[src/dsf_pkg.sv]
/*
  Shared constants, types and register map of the drive speed status flags block.
  Assumes a single 20 MHz clock domain and AHB-Lite register access.
*/
`default_nettype none

package dsf_pkg;

  // Value widths and terminal count
  localparam int VAL_W = 16;
  localparam int SEL_W = 8;
  localparam int N_TERM = 3;

  // Register byte offsets
  localparam logic [11:0] ADDR_CTRL = 12'h000;
  localparam logic [11:0] ADDR_ZERO_THR = 12'h004;
  localparam logic [11:0] ADDR_DEV_THR = 12'h008;
  localparam logic [11:0] ADDR_TERM_SEL = 12'h00c;
  localparam logic [11:0] ADDR_FLAGS = 12'h010;
  localparam logic [11:0] ADDR_IRQ_STAT = 12'h014;
  localparam logic [11:0] ADDR_IRQ_MASK = 12'h018;

  // Field positions
  localparam int CTRL_ENC_BIT = 0;
  localparam int FLG_ZERO_BIT = 0;
  localparam int FLG_DEV_BIT = 1;
  localparam int FLG_TERM_LSB = 2;

  // Reset values
  localparam logic [VAL_W-1:0] ZERO_THR_RST = 16'h0000;
  localparam logic [VAL_W-1:0] DEV_THR_RST = 16'h0000;
  localparam logic [SEL_W-1:0] TERM_SEL_RST = 8'h00;
  localparam logic CTRL_ENC_RST = 1'b0;

  // Terminal function codes
  localparam logic [SEL_W-1:0] CODE_ZERO = 8'h15;
  localparam logic [SEL_W-1:0] CODE_DEV = 8'h37;
  localparam logic [SEL_W-1:0] CODE_DEV_ALT = 8'h16;

  typedef struct packed {
    logic dev;
    logic zero;
  } dsf_flags_s;

  typedef enum logic [1:0] {
    BUS_IDLE = 2'b01,
    BUS_RDWAIT = 2'b10
  } dsf_bus_e;

endpackage

`default_nettype wire

[src/dsf_top.sv]
/*
  Zero-speed and speed-deviation flags with terminal routing, AHB-Lite registers
  and a masked interrupt.
  Assumes drive frequency and speed inputs come from logic on the same clock.
*/
// Notes on behaviour
// - Zero-speed flag high while output frequency is below its threshold.
// - Terminal shows zero-speed flag only when its selection holds code 21.
// - Deviation flag on when gap below threshold, off when above.
// - Deviation flag evaluated only with encoder feedback connected.
// - Terminal shows deviation flag when selection holds code 55 or 22.
`timescale 1ns/1ns
`default_nettype none

module dsf_top
  import dsf_pkg::*;
#(
  parameter int VW = VAL_W,
  parameter int NT = N_TERM
) (
  input wire logic clk,
  input wire logic rst,
  input wire logic hsel,
  input wire logic [31:0] haddr,
  input wire logic [1:0] htrans,
  input wire logic hwrite,
  input wire logic [2:0] hsize,
  input wire logic [31:0] hwdata,
  input wire logic hready,
  output logic [31:0] hrdata,
  output logic hreadyout,
  output logic hresp,
  input wire logic [VW-1:0] out_freq,
  input wire logic [VW-1:0] speed_cmd,
  input wire logic [VW-1:0] speed_meas,
  output logic zero_speed_flag,
  output logic speed_deviation_flag,
  output logic [NT-1:0] term_out,
  output logic irq
);

  generate
    if (VW < 1 || VW > 16 || NT < 1 || NT > 4) begin : g_bad_param
      $error("dsf_top: VW must be 1..16 and NT 1..4");
    end
  endgenerate

  // Bus state
  dsf_bus_e bus_ff, nxt_bus;
  logic wr_pend_ff, nxt_wr_pend;
  logic [11:0] addr_ff, nxt_addr;
  logic [31:0] hrdata_ff, nxt_hrdata;
  logic hready_ff, nxt_hready;

  // Register state
  logic enc_ff, nxt_enc;
  logic [VW-1:0] zero_thr_ff, nxt_zero_thr;
  logic [VW-1:0] dev_thr_ff, nxt_dev_thr;
  logic [NT-1:0][SEL_W-1:0] sel_ff, nxt_sel;
  dsf_flags_s stat_ff, nxt_stat;
  dsf_flags_s mask_ff, nxt_mask;

  // Flag state
  dsf_flags_s flg_ff, nxt_flg;
  logic [NT-1:0] term_ff, nxt_term;
  logic irq_ff, nxt_irq;
  logic [VW-1:0] gap;
  logic zero_d_ff, dev_d_ff;

  logic take;
  assign take = hsel && htrans[1] && hready;

  function automatic logic [31:0] rd_mux(input logic [11:0] a);
    logic [31:0] d;
    d = 32'h0000_0000;
    if (a == ADDR_CTRL) begin
      d[CTRL_ENC_BIT] = enc_ff;
    end else if (a == ADDR_ZERO_THR) begin
      d[VW-1:0] = zero_thr_ff;
    end else if (a == ADDR_DEV_THR) begin
      d[VW-1:0] = dev_thr_ff;
    end else if (a == ADDR_TERM_SEL) begin
      d[NT*SEL_W-1:0] = sel_ff;
    end else if (a == ADDR_FLAGS) begin
      d[FLG_ZERO_BIT] = flg_ff.zero;
      d[FLG_DEV_BIT] = flg_ff.dev;
      d[FLG_TERM_LSB +: NT] = term_ff;
    end else if (a == ADDR_IRQ_STAT) begin
      d[1:0] = stat_ff;
    end else if (a == ADDR_IRQ_MASK) begin
      d[1:0] = mask_ff;
    end
    return d;
  endfunction

  // Reads take one wait state so the word is fetched after any prior write lands
  always_comb begin
    nxt_bus = bus_ff;
    nxt_wr_pend = 1'b0;
    nxt_addr = addr_ff;
    nxt_hrdata = hrdata_ff;
    nxt_hready = 1'b1;
    case (bus_ff)
      BUS_IDLE: begin
        if (take) begin
          nxt_addr = {haddr[11:2], 2'b00};
          if (hwrite) begin
            nxt_wr_pend = 1'b1;
          end else begin
            nxt_bus = BUS_RDWAIT;
            nxt_hready = 1'b0;
          end
        end
      end
      BUS_RDWAIT: begin
        nxt_hrdata = rd_mux(addr_ff);
        nxt_bus = BUS_IDLE;
      end
      default: begin
        nxt_bus = BUS_IDLE;
      end
    endcase
  end

  always_ff @(posedge clk or posedge rst) begin
    if (rst) begin
      bus_ff <= BUS_IDLE;
      wr_pend_ff <= 1'b0;
      addr_ff <= 12'h000;
      hrdata_ff <= 32'h0000_0000;
      hready_ff <= 1'b1;
    end else begin
      bus_ff <= nxt_bus;
      wr_pend_ff <= nxt_wr_pend;
      addr_ff <= nxt_addr;
      hrdata_ff <= nxt_hrdata;
      hready_ff <= nxt_hready;
    end
  end

  // Flag comparisons and register writes
  always_comb begin
    nxt_enc = enc_ff;
    nxt_zero_thr = zero_thr_ff;
    nxt_dev_thr = dev_thr_ff;
    nxt_sel = sel_ff;
    nxt_mask = mask_ff;
    nxt_stat = stat_ff;
    gap = (speed_cmd >= speed_meas) ? speed_cmd - speed_meas : speed_meas - speed_cmd;
    nxt_flg.zero = out_freq < zero_thr_ff;
    // Equal gap keeps the last state; the two edges are stated separately
    if (!enc_ff) begin
      nxt_flg.dev = 1'b0;
    end else if (gap < dev_thr_ff) begin
      nxt_flg.dev = 1'b1;
    end else if (gap > dev_thr_ff) begin
      nxt_flg.dev = 1'b0;
    end else begin
      nxt_flg.dev = flg_ff.dev;
    end
    if (wr_pend_ff) begin
      if (addr_ff == ADDR_CTRL) begin
        nxt_enc = hwdata[CTRL_ENC_BIT];
      end else if (addr_ff == ADDR_ZERO_THR) begin
        nxt_zero_thr = hwdata[VW-1:0];
      end else if (addr_ff == ADDR_DEV_THR) begin
        nxt_dev_thr = hwdata[VW-1:0];
      end else if (addr_ff == ADDR_TERM_SEL) begin
        nxt_sel = hwdata[NT*SEL_W-1:0];
      end else if (addr_ff == ADDR_IRQ_STAT) begin
        nxt_stat = stat_ff & ~hwdata[1:0];
      end else if (addr_ff == ADDR_IRQ_MASK) begin
        nxt_mask = hwdata[1:0];
      end
    end
    // Rising edges set sticky bits; a set beats a same-cycle clear
    nxt_stat.zero = nxt_stat.zero | (flg_ff.zero & ~zero_d_ff);
    nxt_stat.dev = nxt_stat.dev | (flg_ff.dev & ~dev_d_ff);
    nxt_irq = |(stat_ff & mask_ff);
  end

  genvar gi;
  generate
    for (gi = 0; gi < NT; gi++) begin : g_term
      always_comb begin
        nxt_term[gi] = ((sel_ff[gi] == CODE_ZERO) && flg_ff.zero) ||
          (((sel_ff[gi] == CODE_DEV) || (sel_ff[gi] == CODE_DEV_ALT)) && flg_ff.dev);
      end
    end
  endgenerate

  always_ff @(posedge clk or posedge rst) begin
    if (rst) begin
      enc_ff <= CTRL_ENC_RST;
      zero_thr_ff <= ZERO_THR_RST[VW-1:0];
      dev_thr_ff <= DEV_THR_RST[VW-1:0];
      sel_ff <= {NT{TERM_SEL_RST}};
      stat_ff <= '0;
      mask_ff <= '0;
      flg_ff <= '0;
      zero_d_ff <= 1'b0;
      dev_d_ff <= 1'b0;
      term_ff <= '0;
      irq_ff <= 1'b0;
    end else begin
      enc_ff <= nxt_enc;
      zero_thr_ff <= nxt_zero_thr;
      dev_thr_ff <= nxt_dev_thr;
      sel_ff <= nxt_sel;
      stat_ff <= nxt_stat;
      mask_ff <= nxt_mask;
      flg_ff <= nxt_flg;
      zero_d_ff <= flg_ff.zero;
      dev_d_ff <= flg_ff.dev;
      term_ff <= nxt_term;
      irq_ff <= nxt_irq;
    end
  end

  assign hrdata = hrdata_ff;
  assign hreadyout = hready_ff;
  assign hresp = 1'b0;
  assign zero_speed_flag = flg_ff.zero;
  assign speed_deviation_flag = flg_ff.dev;
  assign term_out = term_ff;
  assign irq = irq_ff;
endmodule // dsf_top

`default_nettype wire

[config.mk]
export PLATFORM = sky130hd
export DESIGN_NAME = dsf_top
export DESIGN_NICKNAME = d
export VERILOG_FILES = /design/src/dsf_pkg.sv /design/src/dsf_top.sv
export SDC_FILE = /design/constraint.sdc
export NUM_CORES = 1
export LEC_CHECK = 0
export ABC_CLOCK_PERIOD_IN_PS = 6500
export BUFFER_PORTS_ARGS = -buffer_cell sky130_fd_sc_hd__buf_2
export CAP_MARGIN = 10
export CORE_MARGIN = 2
export CORE_UTILIZATION = 45
export DETAILED_ROUTE_END_ITERATION = 8
export PLACE_DENSITY_LB_ADDON = 0.3
export SLEW_MARGIN = 20
export SYNTH_ARGS = -nofsm -noshare
export SYNTH_HDL_FRONTEND = slang
export SYNTH_SLANG_ARGS = --single-unit
export TNS_END_PERCENT = 1
[constraint.sdc]
create_clock -name clk -period 6.5 [get_ports clk]
set_input_delay 0.975 -clock clk [delete_from_list [all_inputs] [get_ports clk]]
set_output_delay 0.975 -clock clk [all_outputs]
set_load 0.02 [all_outputs]
==> flow_summary.yaml, run 1 <==
detailed_routing:
  dr_wl_met3_um: 812
  via_per_inst: 5.41
  drtPass1Iterations: 4
  drc: 0
  drt_iter0_markers: 282
  highest_layer: "met4"
  wl_per_cell_um: 15.6
  drtAntennaViolNets: 0
  vias: 5553
  wl_met2_um: 7300
  drt-met1-wl_um: 7460
  totalWireLength_um: 16000
floorplanning:
  die_area_um2: 16200
  core-area_um2: 15000
  rows: 45
  die_w_um: 127
  start_util: 0.456
  die_h_um: 127
  pin_count: 162
timing:
  setup_viol: 0
  tightest_slew_ps: 986
  fin_skew_ps: 5.22
  grt_setup_unrepaired: "no"
  relSlewSlack: 0.340
  final-max-slew-violation-count: 0
  max_freq_mhz: 221
  final.min_clock_period_ps: 4520
  fin_setup_tns_ps: 0
  hold_viol: 0
  fin_crit_sh: 0.695
clock_tree:
  cts_setup_buffers: 0
  cts_resized: 0
  clock_latency_ps: 350
  cts.reportedPaths.clkPinSlew_ps: 70
  cts.htree.levels: 3
  cts_hold_buf: 0
  ctsRootBufferMaster: "clkbuf_16"
  numCtsBuffers: 9
  cts_max_path_buffers: 2
  cts_tree: "yes"
  clock-sinks: 107
power_and_ir_drop:
  p_leak_nw: 4.12
  ir_drop_v: 0.000102
  p_per_area_nw_per_um2: 210
  power_w: 0.00164
final_layout:
  nFillCells: 1394
  drive_gt1_frac: 0.228
  num-nets-final: 1017
  seqCellArea_um2: 2680
  areaGrowthSynthToFinish_pct: 14.2
  multi_input_area_um2: 3650
synth:
  ys_ff_latch: 107
  synth_edf_count: 0
  yosysTopAreaCell: "dfrtp_1"
  synthTopCellsByCount: "105 x dfrtp_1, 85 x nand2_1, 82 x inv_1"
  synth_ff_type: "dfrtp_1"
  ys_warn_count: 0
  avgSynthCellArea_um2: 9.38
  synth_most_common_cell: "dfrtp_1"
  yosys.cell_types.count: 66
  synth_top_area_share: 0.383
  seq_area_frac_synth: 0.391
  syn-cell-area_um2: 6850
  synth_area_leaders: "dfrtp_1 38%, ha_1 11%, o21ai_0 4.9%"
  synthCells: 731
  synthArstFlopShare: 1.00
global_route:
  overflow: 0
  grt_max_degree: 73
  grt_use_total: 0.202
  grt_pass1_vias: 5359
  grt_first_pass_wirelength_um: 26500
  antenna_found_initial: 2
setup_path:
  cp.required_ps: 6790
  startpoint_type: "input pin"
  setup.worst_path.end_class: "flip-flop"
  worstPathMaxFanout: 13
  cp.arrival_ps: 4810
  critPathKind: "input pin to flip-flop"
run_status:
  status: "complete, no violations"
placed_design:
  portBuffers: 118
  place_congestion: 0.808
  place.detailed.hpwl_um: 12300
min_path:
  hold_path_class: "flip-flop to flip-flop"
run:
  cap_violations: 0
[cells in the final DEF (no fill, tap or decap), types with 8 or more instances in the layout]
cell type / netlist / routed
mux2_2: 26 / 26
dfrtp_1: 105 / 105
mux2_1: 8 / 8
nand2_1: 85 / 85
o21ai_0: 67 / 67
buf_2: 9 / 118
inv_1: 82 / 81
a22oi_1: 14 / 14
a21oi_1: 35 / 35
conb_1: 1 / 9
clkbuf_16: 0 / 9
nor2b_1: 8 / 8
ha_1: 62 / 62
a21o_1: 24 / 24
a22o_1: 13 / 13
nor2_1: 16 / 16
o21ai_1: 14 / 14
[critical path: stages]
cell and delay (ps):
buf_2 90, inv_1 40, ha_1 440, and4_1 290, a21bo_2 230, a21oi_1 160, o31a_1 510, buf_4 330
mux2i_1 240, xor2_1 240, ha_1 280, a21o_1 160, a21oi_1 150, nor2b_1 60, o21ai_0 210, a21oi_1 110
a21oi_1 130, a22o_1 150
[sequential cells by signal, summed over array words and instances, names as in the netlist, 2 cells and up]
register,count
stat_ff,2
dev_thr_ff,16
zero_thr_ff,16
mask_ff,2
bus_ff,2
addr_ff,10
hrdata,24
term_out,3
sel_ff,24
[path summary, 6_finish.rpt]
check	from	endpoint	slack [ps]	cells past startpoint
setup / recovery	speed_cmd[8]	speed_deviation_flag	1980	18
hold / removal	dev_d_ff	stat_ff[1]	420	1
setup reg to reg	addr_ff[3]	mask_ff[0]	3830	5
hold reg to reg	dev_d_ff	stat_ff[1]	420	1
max in group asynchronous	rst	sel_ff[1]	4620	3
min in group asynchronous	rst	hrdata[22]	630	2
[metrics by stage]
| stage | utilization | std cells | cell area [µm²] | hold WS, ps | setup slack [ps] |
|---|---|---|---|---|---|
| 2_1_floorplan | - | 739 | 6880 | 400 | 2470 |
| 3_3_place_gp | 0.501 | 1008 | 7520 | 405 | 1720 |
| 3_5_place_dp | 0.501 | 1008 | 7520 | 410 | 1600 |
| 4_1_cts | 0.520 | 1024 | 7820 | 419 | 1960 |
| 5_1_grt | 0.521 | 1025 | 7830 | 444 | 1570 |
| 6_report | 0.521 | 1026 | 7830 | 418 | 1980 |
[power breakdown]
group          switching, W  internal, W  total, W
registers         0.0000158     0.000692  0.000708
logic              0.000232     0.000161  0.000393
clock network      0.000232     0.000309  0.000540
[layer usage]
| metal | GRT usage | vias to the layer above |
|---|---|---|
| li1 | - | 2749 |
| met5 | 0 | - |
| met4 | 0.0808 | 0 |
| met3 | 0.0251 | 23 |
| met1 | 0.277 | 2629 |
| met2 | 0.325 | 152 |
[logic make-up after synthesis]
logic type | share of synthesized area
AO/OA/AOI/OAI | 0.222
XOR/XNOR | 0.0179
adder cells (fa/ha/maj) | 0.119
buffers and inverters | 0.0805
flip-flops | 0.391
multiplexers | 0.0661
other | 0.000547
AND/OR/NAND/NOR | 0.103
[final cells by class]
cell class | instances | area share
clock buffers | 12 | 0.0315
inverters | 83 | 0.0401
repair buffers | 125 | 0.0822
diodes | 2 | 0.000639
well taps | 188 | 0.0301
clock inverters | 4 | 0.00639
flip-flops and latches | 107 | 0.342
multi-input cells | 505 | 0.467
Power figures use the tool's default switching activity.
==> inputs of run 2 (changes only) <==
--- a/config.mk
+++ b/config.mk
@@ -5,7 +5,7 @@
 export SDC_FILE = /design/constraint.sdc
 export NUM_CORES = 1
 export LEC_CHECK = 0
-export ABC_CLOCK_PERIOD_IN_PS = 6500
+export ABC_CLOCK_PERIOD_IN_PS = 4250
 export BUFFER_PORTS_ARGS = -buffer_cell sky130_fd_sc_hd__buf_2
 export CAP_MARGIN = 10
 export CORE_MARGIN = 2
==> constraint.sdc (replaced) <==
create_clock -name clk -period 4.25 [get_ports clk]
set_input_delay 0.6375 -clock clk [delete_from_list [all_inputs] [get_ports clk]]
set_output_delay 0.6375 -clock clk [all_outputs]
set_load 0.02 [all_outputs]
==> run 2 against run 1 <==
Net effect: non-clock buffer count rose by 11; worst hold slack got worse by 180 ps; first-iteration DRC count rose by 4.3%; via count fell by 0.36%; die area did not move; routed wire length fell by 0.87%; critical path type unchanged; largest power group unchanged.
==> flow_summary.yaml, run 2 (same netlist as run 1, synthesis figures left out) <==
timing:
  final-max-slew-violation-count: 0
  tightest_slew_ps: 877
  final.min_clock_period_ps: 3760
  setup_viol: 0
  fin_crit_sh: 0.884
  grt_setup_unrepaired: "no"
  hold_viol: 0
  fin_skew_ps: 5.28
  max_freq_mhz: 266
  fin_setup_tns_ps: 0
  relSlewSlack: 0.413
  fin_ws_ps: 495
setup_path:
  cp.arrival_ps: 3990
  setup.worst_path.end_class: "flip-flop"
  cp-endpoint: "speed_deviation_flag"
  worstPathMaxFanout: 8
  reg2reg_from: "addr_ff[9]"
  reg2reg_slack_ps: 1570
  cp.required_ps: 4480
  r2r_end: "sel_ff[4]"
  crit_start: "speed_cmd[0]"
  startpoint_type: "input pin"
  rr_worst_depth: 7
  critPathKind: "input pin to flip-flop"
clock_tree:
  cts_max_path_buffers: 2
  cts_setup_buffers: 0
  ctsRootBufferMaster: "clkbuf_16"
  clock_latency_ps: 350
  cts.reportedPaths.clkPinSlew_ps: 70
  numCtsBuffers: 9
  cts_tree: "yes"
  cts.htree.levels: 3
  cts_resized: 0
  cts_hold_buf: 0
  clock-sinks: 107
detailed_routing:
  drc: 0
  wl_per_cell_um: 15.3
  via_per_inst: 5.35
  drtAntennaViolNets: 0
  drt_iter0_markers: 294
  totalWireLength_um: 15900
  drtPass1Iterations: 4
  vias: 5533
power_and_ir_drop:
  seq_power_share: 0.438
  p_switching_w: 0.000732
  comb_power_share: 0.244
  p_leak_nw: 4.18
  p_clk_frac: 0.318
  power_w: 0.00249
  p_per_area_nw_per_um2: 316
  power.internal_w: 0.00176
  swShare: 0.294
  ir_drop_v: 0.000182
global_route:
  overflow: 0
  grt_pass1_vias: 5316
  antenna_found_initial: 1
  grt_max_degree: 51
  grt_first_pass_wirelength_um: 26200
  grt_use_total: 0.201
placed_design:
  portBuffers: 118
  dp_slack_ps: 123
  dpl_cell_area_um2: 7610
  place.detailed.hpwl_um: 12500
  place_congestion: 0.841
floorplanning:
  core-area_um2: 15000
  die_w_um: 127
  rows: 45
  die_h_um: 127
  start_util: 0.456
  die_area_um2: 16200
  pin_count: 162
final_layout:
  num-nets-final: 1028
  layout_commonest_cell: "buf_2"
  seqCellArea_um2: 2680
  areaGrowthSynthToFinish_pct: 15.1
  fin_area_um2: 7890
  multi_input_area_um2: 3650
  drive_gt1_frac: 0.238
  nFillCells: 1444
  mostFrequentLayoutCells: "118 x buf_2, 105 x dfrtp_1, 85 x nand2_1"
min_path:
  hold_path_class: "input pin to async pin"
run:
  cap_violations: 0
run_status:
  status: "complete, no violations"
-- run 2: cell types whose count changed in the layout (fill, tap and decap cells not counted), sizes merged --
| cell | delta |
|---|---|
| diode | -1 |
| clkinv | +1 |
| clkinvlp | -2 |
| bufinv | -1 |
| buf | +11 |
| clkbuf | +1 |
-- run 2: final cells by class --
type | count | share of cell area
multi-input cells | 505 | 0.463
clock buffers | 13 | 0.0343
well taps | 188 | 0.0298
flip-flops and latches | 107 | 0.340
diodes | 1 | 0.000317
clock inverters | 2 | 0.00127
inverters | 83 | 0.0398
repair buffers | 136 | 0.0920
-- run 2: through the flow --
step	cells	hold WS [ps]	util
floorplan	739	400	-
global placement	1019	405	0.506
detailed placement	1019	409	0.506
CTS	1034	243	0.525
global route	1034	261	0.525
finish	1035	237	0.525
-- run 2: how the worst min path moves through the flow --
stage / from / to / slack (ps) / depth (start not counted)
after global placement: dev_d_ff / stat_ff[1] / 400 / 1
final: rst / sel_ff[20] / 240 / 2
after global routing: rst / sel_ff[21] / 260 / 2
after CTS: rst / sel_ff[22] / 240 / 2
after detailed placement: dev_d_ff / stat_ff[1] / 410 / 1
after floorplan: zero_d_ff / stat_ff[0] / 400 / 1
-- run 2: power by group through the flow --
stage | sequential, W | clock, W | combinational, W
2_1_floorplan | 0.00110 | 0 | 0.000443
3_3_place_gp | 0.00111 | 0 | 0.000597
3_5_place_dp | 0.00111 | 0 | 0.000607
4_1_cts | 0.00109 | 0.000800 | 0.000610
5_1_grt | 0.00110 | 0.000835 | 0.000690
6_report | 0.00109 | 0.000791 | 0.000608
-- run 2: routing by layer --
layer / up-vias / track usage / wire [µm]
met5: - / 0 / 0
met4: 0 / 0.0679 / 253
met3: 20 / 0.0251 / 865
met2: 148 / 0.331 / 7240
met1: 2602 / 0.274 / 7490
li1: 2763 / - / -
-- run 2: worst max-delay path, stage by stage --
cell	delay (ps)
buf_2	100
inv_1	50
ha_1	150
inv_1	50
fa_1	380
a21o_1	200
a221oi_2	280
a21oi_1	140
o31a_1	320
buf_4	190
a211o_1	280
o22ai_2	120
xnor2_1	100
ha_1	300
nand3_1	100
nor3_1	240
a21oi_1	100
a22o_1	240
